==> config.mk <==
export PLATFORM = sky130hd
export DESIGN_NAME = cpp_path_fsm
export DESIGN_NICKNAME = d
export VERILOG_FILES = /design/src/common/cpp_pkg.sv /design/src/rtl/cpp_path_fsm.sv
export VERILOG_INCLUDE_DIRS = /design/src /design/src/common
export SDC_FILE = /design/constraint.sdc
export NUM_CORES = 1
export LEC_CHECK = 0
export BUFFER_PORTS_ARGS = -buffer_cell sky130_fd_sc_hd__buf_4
export CORE_MARGIN = 10
export CORE_UTILIZATION = 58
export DETAILED_ROUTE_END_ITERATION = 10
export GPL_ROUTABILITY_DRIVEN = 0
export PLACE_DENSITY = 0.95
export SLEW_MARGIN = 20
export SYNTH_ARGS = -nofsm -noshare
export SYNTH_HDL_FRONTEND = slang
export SYNTH_SLANG_ARGS = --single-unit
export TNS_END_PERCENT = 30
==> constraint.sdc <==
create_clock -name mclk -period 4.4 [get_ports mclk]
set_input_delay 0.22 -clock mclk [delete_from_list [all_inputs] [get_ports mclk]]
set_output_delay 0.22 -clock mclk [all_outputs]
set_load 0.1 [all_outputs]
==> src/common/cpp_params.svh <==
// Constants of the charger power-path controller: offsets, fields, resets, timing.
// Assumes inclusion by its bare name; definitions only.
`ifndef CPP_PARAMS_SVH
`define CPP_PARAMS_SVH

// ==========================================================================
// Register offsets (byte addresses, one word each)
`define CPP_ADDR_W        8
`define CPP_DATA_W        32
`define CPP_OFS_CTRL      8'h00
`define CPP_OFS_STATE     8'h04
`define CPP_OFS_FAULT     8'h08

// ==========================================================================
// Field positions
`define CPP_CTRL_HIZ_BIT  0
`define CPP_CTRL_INH_BIT  1
`define CPP_CTRL_BOFF_BIT 2
`define CPP_FLT_PG_BIT    1
`define CPP_FLT_FAULT_BIT 5

// ==========================================================================
// Reset values
`define CPP_CTRL_RST      3'h0
`define CPP_PG_RST        1'b0
`define CPP_FAULT_RST     1'b0
`define CPP_SENSE_RST     13'h0100

// ==========================================================================
// Timing: figures as printed, cycle counts derived from the clock rate
`define CPP_CLK_HZ        20000000
`define CPP_DGL_MS        30
`define CPP_ALERT_US      256
`define CPP_DGL_CYC       ((`CPP_DGL_MS * `CPP_CLK_HZ) / 1000)
`define CPP_ALERT_CYC     ((`CPP_ALERT_US * (`CPP_CLK_HZ / 1000)) / 1000)
`define CPP_DGL_CNT_W     20
`define CPP_ALERT_CNT_W   13

`endif

==> src/common/cpp_pkg.sv <==
// Types of the charger power-path controller.
// Assumes cpp_params.svh for the constants; this package holds types only.
package cpp_pkg;

  // ========================================================================
  // Operating modes
  typedef enum logic [2:0] {
    CPP_START,
    CPP_BATTERY_DISCHARGE,
    CPP_CHARGING,
    CPP_SYSTEM_ONLY,
    CPP_STORAGE
  } cpp_mode_t;

  // ========================================================================
  // Analog comparator and detector levels
  typedef struct packed {
    logic porBat;         // Battery above power-on threshold
    logic porIn;          // Input above power-on threshold
    logic vinOverOvp;     // Input above over-voltage threshold
    logic vinBelowOvpExit;// Input below over-voltage exit level
    logic vinBelowUvlo;   // Input below lockout level
    logic vinAboveUvloHys;// Input above lockout plus hysteresis
    logic vinAboveBatIn;  // Input above battery plus entry margin
    logic vinAboveSysIn;  // Input above system plus entry margin
    logic vinBelowBatOut; // Input below battery plus exit margin
    logic vinBelowSysOut; // Input below system minus exit margin
    logic dieHot;         // Die above thermal regulation level
    logic inputLimited;   // Input current or voltage limit active
    logic sysBelowBat;    // System dropped below battery
  } cpp_sense_t;

  // ========================================================================
  // Power switch and loop controls
  typedef struct packed {
    logic inputBlockSwitchEn;
    logic inputLinearSwitchEn;
    logic batterySwitchEn;
    logic inputLoopEn;
    logic lowPowerEn;
    logic chargeReduce;
    logic supplementEn;
  } cpp_switch_t;

endpackage

==> src/rtl/cpp_path_fsm.sv <==
// Mode state machine of a single-cell charger power path, with input fault
// deglitch, host alert pulse and read-clear status.
// Assumes analog comparator levels and a plain register port.
//
// How it works
// (RQ1) Discharge mode: only battery switch on.
// (RQ2) Charging mode: input and battery paths on.
// (RQ3) System-only: both input switches, battery off.
// (RQ4) Storage mode: all paths off, low power.
// (RQ5) Valid input, no highz, inhibited: system-only first.
// (RQ6) Inhibit cleared in system-only: go charging.
// (RQ7) Input removed: battery switch on, discharge mode.
// (RQ8) Host sets battery-off: storage, system unpowered.
// (RQ9) Die too hot: reduce charge current.
// (RQ10) Power-on detected: registers default, port ready.
// (RQ11) Over-voltage: input switch off at once.
// (RQ12) Over-voltage recovery waits full deglitch time.
// (RQ13) Undervoltage: input switch and loop off.
// (RQ14) Undervoltage recovery waits full deglitch time.
// (RQ15) Input fault: one fixed low alert pulse.
// (RQ16) Fault clears power-good, sets fault; read-clear.
// (RQ17) Input valid needs all entry conditions.
// (RQ18) Input valid drops on exit margins.
// (RQ19) Overload: cut charge, then battery supplements.
// (RQ20) Deglitch restarts on lapse; inputs synchronised.
//
// Strobed register access and the placing of the registers were decided locally.
`timescale 1ns/1ps
`include "cpp_params.svh"

module cpp_path_fsm #(
  parameter int unsigned DGL_CYC   = `CPP_DGL_CYC,
  parameter int unsigned ALERT_CYC = `CPP_ALERT_CYC
) (
  input  wire logic                     mclk,
  input  wire logic                     arst_n,
  input  wire cpp_pkg::cpp_sense_t      sense,
  input  wire logic [`CPP_ADDR_W-1:0]   regAddr,
  input  wire logic [`CPP_DATA_W-1:0]   regWdata,
  input  wire logic                     regWrite,
  input  wire logic                     regRead,
  output logic      [`CPP_DATA_W-1:0]   regRdata,
  output cpp_pkg::cpp_switch_t          switches,
  output cpp_pkg::cpp_mode_t            mode,
  output logic                          inputValid,
  output logic                          alertOut,
  output logic                          alertOe
);
  import cpp_pkg::*;

  // ========================================================================
  // Helpers
  // Deglitch step: count while qualified, zero on lapse
  function automatic logic [`CPP_DGL_CNT_W-1:0] dglNext(
    input logic [`CPP_DGL_CNT_W-1:0] cnt,
    input logic                      qual
  );
    logic [`CPP_DGL_CNT_W-1:0] lim;
    lim = DGL_CYC[`CPP_DGL_CNT_W-1:0];
    if (!qual) begin
      dglNext = '0;
    end else if (cnt >= lim) begin
      dglNext = lim;
    end else begin
      dglNext = cnt + 1'b1;
    end
  endfunction

  // ========================================================================
  // Input synchroniser
  cpp_sense_t senseMeta_q;
  cpp_sense_t senseSync_q;

  // (RQ20) two-stage sync of comparators
  always_ff @(posedge mclk or negedge arst_n) begin
    if (!arst_n) begin
      senseMeta_q <= `CPP_SENSE_RST;
      senseSync_q <= `CPP_SENSE_RST;
    end else begin
      senseMeta_q <= sense;
      senseSync_q <= senseMeta_q;
    end
  end

  // ========================================================================
  // Power-on detection
  logic porOk;
  // (RQ10) logic awake when either supply is up
  assign porOk = senseSync_q.porBat | senseSync_q.porIn;

  // ========================================================================
  // Over-voltage and undervoltage lockouts
  logic                      ovpLock_q;
  logic                      uvloLock_q;
  logic [`CPP_DGL_CNT_W-1:0] ovpCnt_q;
  logic [`CPP_DGL_CNT_W-1:0] ovpCnt_d;
  logic [`CPP_DGL_CNT_W-1:0] uvloCnt_q;
  logic [`CPP_DGL_CNT_W-1:0] uvloCnt_d;
  logic                      ovpDone;
  logic                      uvloDone;
  logic                      inputOk;

  // (RQ12) recovery qualified only below exit level
  assign ovpCnt_d  = dglNext(ovpCnt_q, ovpLock_q & senseSync_q.vinBelowOvpExit
                                       & ~senseSync_q.vinOverOvp);
  // (RQ14) recovery qualified only above hysteresis level
  assign uvloCnt_d = dglNext(uvloCnt_q, uvloLock_q & senseSync_q.vinAboveUvloHys
                                        & ~senseSync_q.vinBelowUvlo);
  assign ovpDone   = (ovpCnt_q == DGL_CYC[`CPP_DGL_CNT_W-1:0]);
  assign uvloDone  = (uvloCnt_q == DGL_CYC[`CPP_DGL_CNT_W-1:0]);
  assign inputOk   = ~ovpLock_q & ~uvloLock_q & ~senseSync_q.vinOverOvp
                     & ~senseSync_q.vinBelowUvlo;

  // Lock flags and deglitch counters
  always_ff @(posedge mclk or negedge arst_n) begin
    if (!arst_n) begin
      ovpLock_q  <= 1'b0;
      uvloLock_q <= 1'b1;
      ovpCnt_q   <= '0;
      uvloCnt_q  <= '0;
    end else if (!porOk) begin
      ovpLock_q  <= 1'b0;
      uvloLock_q <= 1'b1;
      ovpCnt_q   <= '0;
      uvloCnt_q  <= '0;
    end else begin
      // (RQ11) lock at once on over-voltage
      ovpLock_q  <= senseSync_q.vinOverOvp | (ovpLock_q & ~ovpDone);
      // (RQ13) lock at once on undervoltage
      uvloLock_q <= senseSync_q.vinBelowUvlo | (uvloLock_q & ~uvloDone);
      ovpCnt_q   <= senseSync_q.vinOverOvp ? '0 : ovpCnt_d;
      uvloCnt_q  <= senseSync_q.vinBelowUvlo ? '0 : uvloCnt_d;
    end
  end

  // ========================================================================
  // Input-valid qualifier with hysteresis
  logic inValid_q;
  logic inValidSet;
  logic inValidClr;

  // (RQ17) all entry conditions at once
  assign inValidSet = ~senseSync_q.vinBelowUvlo & ~senseSync_q.vinOverOvp
                      & senseSync_q.vinAboveBatIn & senseSync_q.vinAboveSysIn;
  // (RQ18) any exit margin crossed
  assign inValidClr = senseSync_q.vinBelowBatOut | senseSync_q.vinBelowSysOut
                      | senseSync_q.vinBelowUvlo | senseSync_q.vinOverOvp;

  always_ff @(posedge mclk or negedge arst_n) begin
    if (!arst_n) begin
      inValid_q <= 1'b0;
    end else if (!porOk || inValidClr) begin
      inValid_q <= 1'b0;
    end else if (inValidSet) begin
      inValid_q <= 1'b1;
    end
  end
  assign inputValid = inValid_q;

  // ========================================================================
  // Fault events and host alert pulse
  logic                       ovpSeen_q;
  logic                       uvloSeen_q;
  logic                       faultEvent;
  logic [`CPP_ALERT_CNT_W-1:0] alertCnt_q;
  logic                       alertOn_q;

  // Rising edge of a synced fault level
  assign faultEvent = (senseSync_q.vinOverOvp & ~ovpSeen_q)
                      | (senseSync_q.vinBelowUvlo & ~uvloSeen_q);

  always_ff @(posedge mclk or negedge arst_n) begin
    if (!arst_n) begin
      ovpSeen_q  <= 1'b0;
      uvloSeen_q <= 1'b1;
      alertCnt_q <= '0;
      alertOn_q  <= 1'b0;
    end else begin
      ovpSeen_q  <= senseSync_q.vinOverOvp;
      uvloSeen_q <= senseSync_q.vinBelowUvlo;
      // (RQ15) fixed-length low pulse, retriggered by a new event
      if (faultEvent && porOk) begin
        alertOn_q  <= 1'b1;
        alertCnt_q <= ALERT_CYC[`CPP_ALERT_CNT_W-1:0] - 1'b1;
      end else if (alertOn_q && alertCnt_q != '0) begin
        alertCnt_q <= alertCnt_q - 1'b1;
      end else begin
        alertOn_q  <= 1'b0;
      end
    end
  end
  // Open-drain: only ever pulls low
  assign alertOut = 1'b0;
  assign alertOe  = alertOn_q;

  // ========================================================================
  // Register decode
  logic [2:0] ctrl_q;
  logic       pgFlag_q;
  logic       faultFlag_q;
  logic       selCtrl;
  logic       selState;
  logic       selFault;
  logic       wrCtrl;
  logic       rdFault;
  logic       hizSel;
  logic       chargeInhibit;
  logic       batterySwitchOff;

  assign selCtrl  = (regAddr == `CPP_OFS_CTRL);
  assign selState = (regAddr == `CPP_OFS_STATE);
  assign selFault = (regAddr == `CPP_OFS_FAULT);
  assign wrCtrl   = regWrite & selCtrl;
  assign rdFault  = regRead & selFault;

  assign hizSel           = ctrl_q[`CPP_CTRL_HIZ_BIT];
  assign chargeInhibit    = ctrl_q[`CPP_CTRL_INH_BIT];
  assign batterySwitchOff = ctrl_q[`CPP_CTRL_BOFF_BIT];

  // Control register
  always_ff @(posedge mclk or negedge arst_n) begin
    if (!arst_n) begin
      ctrl_q <= `CPP_CTRL_RST;
    end else if (!porOk) begin
      // (RQ10) defaults while unpowered
      ctrl_q <= `CPP_CTRL_RST;
    end else if (wrCtrl) begin
      ctrl_q <= regWdata[2:0];
    end
  end

  // Status flags: a new fault wins over the read clear
  always_ff @(posedge mclk or negedge arst_n) begin
    if (!arst_n) begin
      pgFlag_q    <= `CPP_PG_RST;
      faultFlag_q <= `CPP_FAULT_RST;
    end else if (!porOk) begin
      pgFlag_q    <= `CPP_PG_RST;
      faultFlag_q <= `CPP_FAULT_RST;
    end else if (faultEvent) begin
      // (RQ16) power good cleared, fault set
      pgFlag_q    <= 1'b0;
      faultFlag_q <= 1'b1;
    end else if (rdFault) begin
      // (RQ16) read clears both
      pgFlag_q    <= 1'b0;
      faultFlag_q <= 1'b0;
    end else if (inputOk && inValid_q && !pgFlag_q && !faultFlag_q) begin
      pgFlag_q    <= 1'b1;
    end
  end

  // ========================================================================
  // Mode state machine
  cpp_mode_t mode_q;
  cpp_mode_t mode_d;
  logic      inputAvail;

  assign inputAvail = inputOk & inValid_q & ~hizSel;

  always_comb begin
    mode_d = mode_q;
    case (mode_q)
      CPP_START: begin
        // (RQ5) first mode on valid input is system-only
        if (inputAvail) begin
          mode_d = CPP_SYSTEM_ONLY;
        end else begin
          mode_d = CPP_BATTERY_DISCHARGE;
        end
      end
      CPP_BATTERY_DISCHARGE: begin
        if (inputAvail) begin
          mode_d = CPP_SYSTEM_ONLY;
        end
      end
      CPP_SYSTEM_ONLY: begin
        // (RQ7) input lost, fall to discharge
        if (!inputAvail) begin
          mode_d = CPP_BATTERY_DISCHARGE;
        // (RQ6) inhibit cleared, start charging
        end else if (!chargeInhibit) begin
          mode_d = CPP_CHARGING;
        end
      end
      CPP_CHARGING: begin
        // (RQ7) input lost, fall to discharge
        if (!inputAvail) begin
          mode_d = CPP_BATTERY_DISCHARGE;
        end else if (chargeInhibit) begin
          mode_d = CPP_SYSTEM_ONLY;
        end
      end
      CPP_STORAGE: begin
        if (!batterySwitchOff) begin
          mode_d = CPP_START;
        end
      end
      default: mode_d = CPP_START;
    endcase
    // (RQ8) host battery-off overrides every mode
    if (batterySwitchOff) begin
      mode_d = CPP_STORAGE;
    end
  end

  // ========================================================================
  // Switch controls per next mode
  cpp_switch_t sw_d;
  cpp_switch_t sw_q;

  always_comb begin
    sw_d = '0;
    case (mode_d)
      CPP_BATTERY_DISCHARGE: begin
        // (RQ1) battery to system only
        sw_d.batterySwitchEn = 1'b1;
      end
      CPP_CHARGING: begin
        // (RQ2) input and battery paths together
        sw_d.inputBlockSwitchEn  = 1'b1;
        sw_d.inputLinearSwitchEn = 1'b1;
        sw_d.batterySwitchEn     = 1'b1;
        // (RQ9) thermal; (RQ19) load before charge
        sw_d.chargeReduce        = senseSync_q.dieHot | senseSync_q.inputLimited;
        // (RQ19) battery supplements a sagging system
        sw_d.supplementEn        = senseSync_q.inputLimited & senseSync_q.sysBelowBat;
      end
      CPP_SYSTEM_ONLY: begin
        // (RQ3) both input switches, battery off
        sw_d.inputBlockSwitchEn  = 1'b1;
        sw_d.inputLinearSwitchEn = 1'b1;
      end
      CPP_STORAGE: begin
        // (RQ4) everything off, low consumption
        sw_d.lowPowerEn = 1'b1;
      end
      default: sw_d = '0;
    endcase
    // (RQ13) loop controller off under lockout
    sw_d.inputLoopEn = inputOk & sw_d.inputLinearSwitchEn;
  end

  // State and switch registers
  always_ff @(posedge mclk or negedge arst_n) begin
    if (!arst_n) begin
      mode_q <= CPP_START;
      sw_q   <= '0;
    end else if (!porOk) begin
      mode_q <= CPP_START;
      sw_q   <= '0;
    end else begin
      mode_q <= mode_d;
      sw_q   <= sw_d;
    end
  end
  assign switches = sw_q;
  assign mode     = mode_q;

  // ========================================================================
  // Read data, one cycle after the read strobe
  logic [`CPP_DATA_W-1:0] rdMux;
  logic [`CPP_DATA_W-1:0] stateWord;
  logic [`CPP_DATA_W-1:0] faultWord;
  logic [`CPP_DATA_W-1:0] rdata_q;

  assign stateWord = {17'h0, ovpLock_q, uvloLock_q, inValid_q,
                      sw_q, mode_q, alertOn_q, senseSync_q.dieHot};
  assign faultWord = {26'h0, faultFlag_q, 3'b000, pgFlag_q, 1'b0};

  // Unmapped offsets read zero
  assign rdMux = selCtrl  ? {29'h0, ctrl_q} :
                 selState ? stateWord :
                 selFault ? faultWord : 32'h0;

  always_ff @(posedge mclk or negedge arst_n) begin
    if (!arst_n) begin
      rdata_q <= '0;
    end else begin
      rdata_q <= regRead ? rdMux : '0;
    end
  end
  assign regRdata = rdata_q;

endmodule // cpp_path_fsm

==> summary.json <==
{
  "synth-edff-count": 0,
  "largest_net_degree_at_the_start_of_global_routing": 92,
  "largest_stage_delay_worst_path_ns": 0.51,
  "transition_time_at_the_pin_with_the_least_slew_margin_ns": 0.8511,
  "port_buffers": 54,
  "die_x_um": 111.3,
  "fraction_of_registers_with_async_set_reset": 1.000,
  "finalNetCount": 580,
  "startpoint": "alertCnt_q[0]",
  "global_route_overflow": 0,
  "postSynthAreaPerCell_sq_um": 11.01,
  "yosys.area.top_type_share": 0.5642,
  "timing_max_transition_violations_final": 0,
  "synth_area_sq_um": 4835,
  "ff2ff_setup_slack_ns": 2.10,
  "ant_nets": 0,
  "layout_commonest_cell": "sky130_fd_sc_hd__dfrtp_1",
  "placeableCoreArea_sq_um": 8175,
  "postCtsSetupBuffers": 0,
  "hpwl_mm": 7.002,
  "reg2regPathDepth": 7,
  "io_pins": 102,
  "tritoncts": "done",
  "hold_path.class": "in2reg",
  "synth_simple_gate_area_frac": 0.1975,
  "htree_levels": 4,
  "critPathSlowestCell": "sky130_fd_sc_hd__or3b_2",
  "num_antenna_cells": 0,
  "drt_iter0_markers": 315,
  "timing.slew.headroom": 0.4305,
  "syn2layout_area_growth_pct": 24.48,
  "die-area_sq_um": 12390,
  "p_leak_nw": 2.709,
  "ctsResizeCount": 0,
  "worst_setup_path_end_kind": "flop",
  "synth_mux_area_frac": 0.01242,
  "rsz0062_at_grt": "false",
  "initial_antenna_violation_count": 0,
  "drt_pass1_iterations": 5,
  "setup-violations-final": 0,
  "yosys.area.top_type": "sky130_fd_sc_hd__dfrtp_1",
  "drive_above_1_share": 0.1921,
  "hold_viol": 0,
  "timing.setup.tns_ns": 0,
  "finalWirelength_mm": 11.94,
  "first_global_vias": 3856,
  "worst_r2r_startpoint": "alertCnt_q[0]",
  "total_clock_buffers_created_by_cts": 17,
  "layout_common_cells": "sky130_fd_sc_hd__dfrtp_1 (109), sky130_fd_sc_hd__buf_4 (54), sky130_fd_sc_hd__nor2_1 (50)",
  "number_of_sinks_handled_by_clock_tree_synthesis": 113,
  "period_share": 0.5229,
  "hold_ws_ns": 0.03114,
  "r2r-end": "alertCnt_q[5]",
  "worst_clock_skew_ns": 0.009109,
  "wire_length_of_the_first_global_routing_pass_mm": 19.73,
  "period_needed_ns": 2.301,
  "max_freq_ghz": 0.4346,
  "drc_errors": 0,
  "yosys.area_share.xor_xnor": 0.06884,
  "status": "completed",
  "critical_path.startpoint_type": "flop",
  "synth.top_cells.by_area": "sky130_fd_sc_hd__dfrtp_1 (56%), sky130_fd_sc_hd__xnor2_1 (4.3%), sky130_fd_sc_hd__nor2_1 (3.9%)",
  "num_rows": 33,
  "die_y_um": 111.3,
  "critical_path.max_fanout": 7,
  "ys_seq_area_frac": 0.5859,
  "crit_end": "alertCnt_q[5]",
  "root_buffer": "sky130_fd_sc_hd__clkbuf_8",
  "number_of_max_cap_violations": 0,
  "clock_path_buffers": 2,
  "cellPowerDensity_nw_per_um2": 438.8,
  "groute.usage.overall": 0.1965,
  "setup.worst_path.class": "reg2reg",
  "postSynthRegisterBits": 113,
  "post_synthesis_adder_cell_area_fraction": 0.01294,
  "main_combinational_cell_family_by_area_after_synthesis": "simple AND/OR/NAND/NOR gates",
  "routedWlPerCell_um": 18.78,
  "vdd_ir_drop_max_v": 0.0003255,
  "clk-insertion-delay-late_ns": 0.53,
  "worstPathArrival_ns": 2.68,
  "synth_cell_types": 46,
  "required_ns": 4.78,
  "worst_setup_hold_path_clk_slew_ns": 0.06,
  "synthesis.yosys.warnings": 0,
  "fraction_of_the_mapped_netlist_area_in_compound_gates": 0.07143,
  "detail_route.vias_per_cell": 5.862,
  "synthesis.instances": 439,
  "vias": 3728,
  "initial_utilization": 0.5914,
  "crit_path_cell_trace": "inv_1 -> ha_1 -> or3b_2 -> o41ai_4 -> nor3b_1 -> xnor2_1 -> nand2_1",
  "nFillCells": 491,
  "synth-main-ff-cell": "sky130_fd_sc_hd__dfrtp_1"
}
kinds of logic (layout without fill, tap and decap cells):
group | after synthesis | count (layout)
adder cells (fa/ha/maj) | 5 | 5
buffers and inverters | 44 | 119
AO/OA/AOI/OAI | 51 | 51
flip-flops | 113 | 113
other | 1 | 18
XOR/XNOR | 38 | 38
AND/OR/NAND/NOR | 181 | 181
multiplexers | 6 | 6
per-layer routing:
| layer | track usage | share of wire | vias up |
|---|---|---|---|
| li1 | - | - | 1642 |
| met1 | 0.2125 | 0.37 | 1841 |
| met2 | 0.3341 | 0.51 | 213 |
| met3 | 0.07413 | 0.092 | 32 |
| met4 | 0.09083 | 0.025 | 0 |
| met5 | 0 | 0 | - |
cell type report:
| class | count | area (sq um) | area share |
|---|---|---|---|
| clock buffers | 17 | 414.1 | 0.06881 |
| inverters | 15 | 56.30 | 0.009356 |
| flip-flops and latches | 113 | 2833 | 0.4707 |
| multi-input cells | 299 | 1828 | 0.3037 |
| repair buffers | 72 | 586.8 | 0.09751 |
| clock inverters | 15 | 168.9 | 0.02807 |
| well taps | 105 | 131.4 | 0.02183 |
power by group:
group	leakage [nW]	internal (mW)	total, mW	switching, mW
sequential	1.44	1.07	1.10	0.0270
clock	0.279	0.820	1.35	0.532
combinational	0.994	0.0529	0.192	0.139
total	2.71	1.94	2.64	0.698
timing repair:
item | 4_1_cts | 5_1_grt
endpoints found under the hold margin | 105 | 0
hold buffers | 17 | 0
endpoints found under the setup margin | 0 | 0
cells in the mapped netlist, types with 2 or more instances:
master	number
sky130_fd_sc_hd__ha_1	5
sky130_fd_sc_hd__o21a_1	3
sky130_fd_sc_hd__nor2_1	50
sky130_fd_sc_hd__a211o_1	4
sky130_fd_sc_hd__nand3_1	9
sky130_fd_sc_hd__nor4_1	9
sky130_fd_sc_hd__dfrtp_1	109
sky130_fd_sc_hd__xor2_1	14
sky130_fd_sc_hd__or3b_2	2
sky130_fd_sc_hd__nand4_1	9
sky130_fd_sc_hd__buf_2	2
sky130_fd_sc_hd__a2bb2oi_2	2
sky130_fd_sc_hd__dfstp_2	4
sky130_fd_sc_hd__and3_1	12
sky130_fd_sc_hd__nor4b_1	4
sky130_fd_sc_hd__a21oi_1	23
sky130_fd_sc_hd__nor3_1	14
sky130_fd_sc_hd__nand2_1	34
sky130_fd_sc_hd__inv_1	15
sky130_fd_sc_hd__buf_4	20
sky130_fd_sc_hd__o211ai_1	3
sky130_fd_sc_hd__nor2b_1	6
sky130_fd_sc_hd__a31oi_1	6
sky130_fd_sc_hd__xnor2_1	24
sky130_fd_sc_hd__and4_1	4
sky130_fd_sc_hd__clkbuf_1	7
sky130_fd_sc_hd__o21ai_0	4
sky130_fd_sc_hd__mux2i_1	6
sky130_fd_sc_hd__and2_1	15
sky130_fd_sc_hd__or3_1	3
sky130_fd_sc_hd__or4_1	2
registers in the layout, summed over array words and instances (netlist names), 3 cells and up:
register	flops
uvloCnt_q	20
switches	6
mode	3
alertCnt_q	13
regRdata	14
ctrl_q	3
ovpCnt_q	20
senseSync_q	13
senseMeta_q	13
worst max-delay path: cells and delay by family, from the launching register on:
family                   cells  cell delay (ns)
buffers and inverters        1             0.13
AND/OR/NAND/NOR              3             0.72
XOR/XNOR                     1             0.19
AO/OA/AOI/OAI                1             0.51
adder cells (fa/ha/maj)      1             0.21
flip-flops                   1             0.41
worst min path at each step:
stage / cells after the start / slack, ns / end / start
6_report: 3 / 0.03 / ctrl_q[1] / regWdata[1]
5_1_grt: 3 / 0.02 / ctrl_q[1] / regWdata[1]
4_1_cts: 3 / 0.02 / ctrl_q[1] / regWdata[1]
3_5_place_dp: 1 / 0.33 / senseMeta_q[9] / sense[9]
3_3_place_gp: 1 / 0.33 / senseMeta_q[8] / sense[8]
2_1_floorplan: 0 / -0.08 / alertCnt_q[0] / arst_n
per-stage QoR:
step | worst slack [ns] | power, mW | utilization | cell area [sq um] | std cells
finish | 2.099 | 2.641 | 0.7361 | 6018 | 636
global route | 1.971 | 2.717 | 0.7361 | 6018 | 636
CTS | 2.106 | 2.638 | 0.7351 | 6010 | 636
detailed placement | 2.211 | 1.288 | 0.6429 | 5256 | 587
global placement | 2.286 | 1.280 | 0.6429 | 5256 | 587
floorplan | 2.227 | 1.243 | - | 4898 | 456
(Power assumes the default switching activity.)
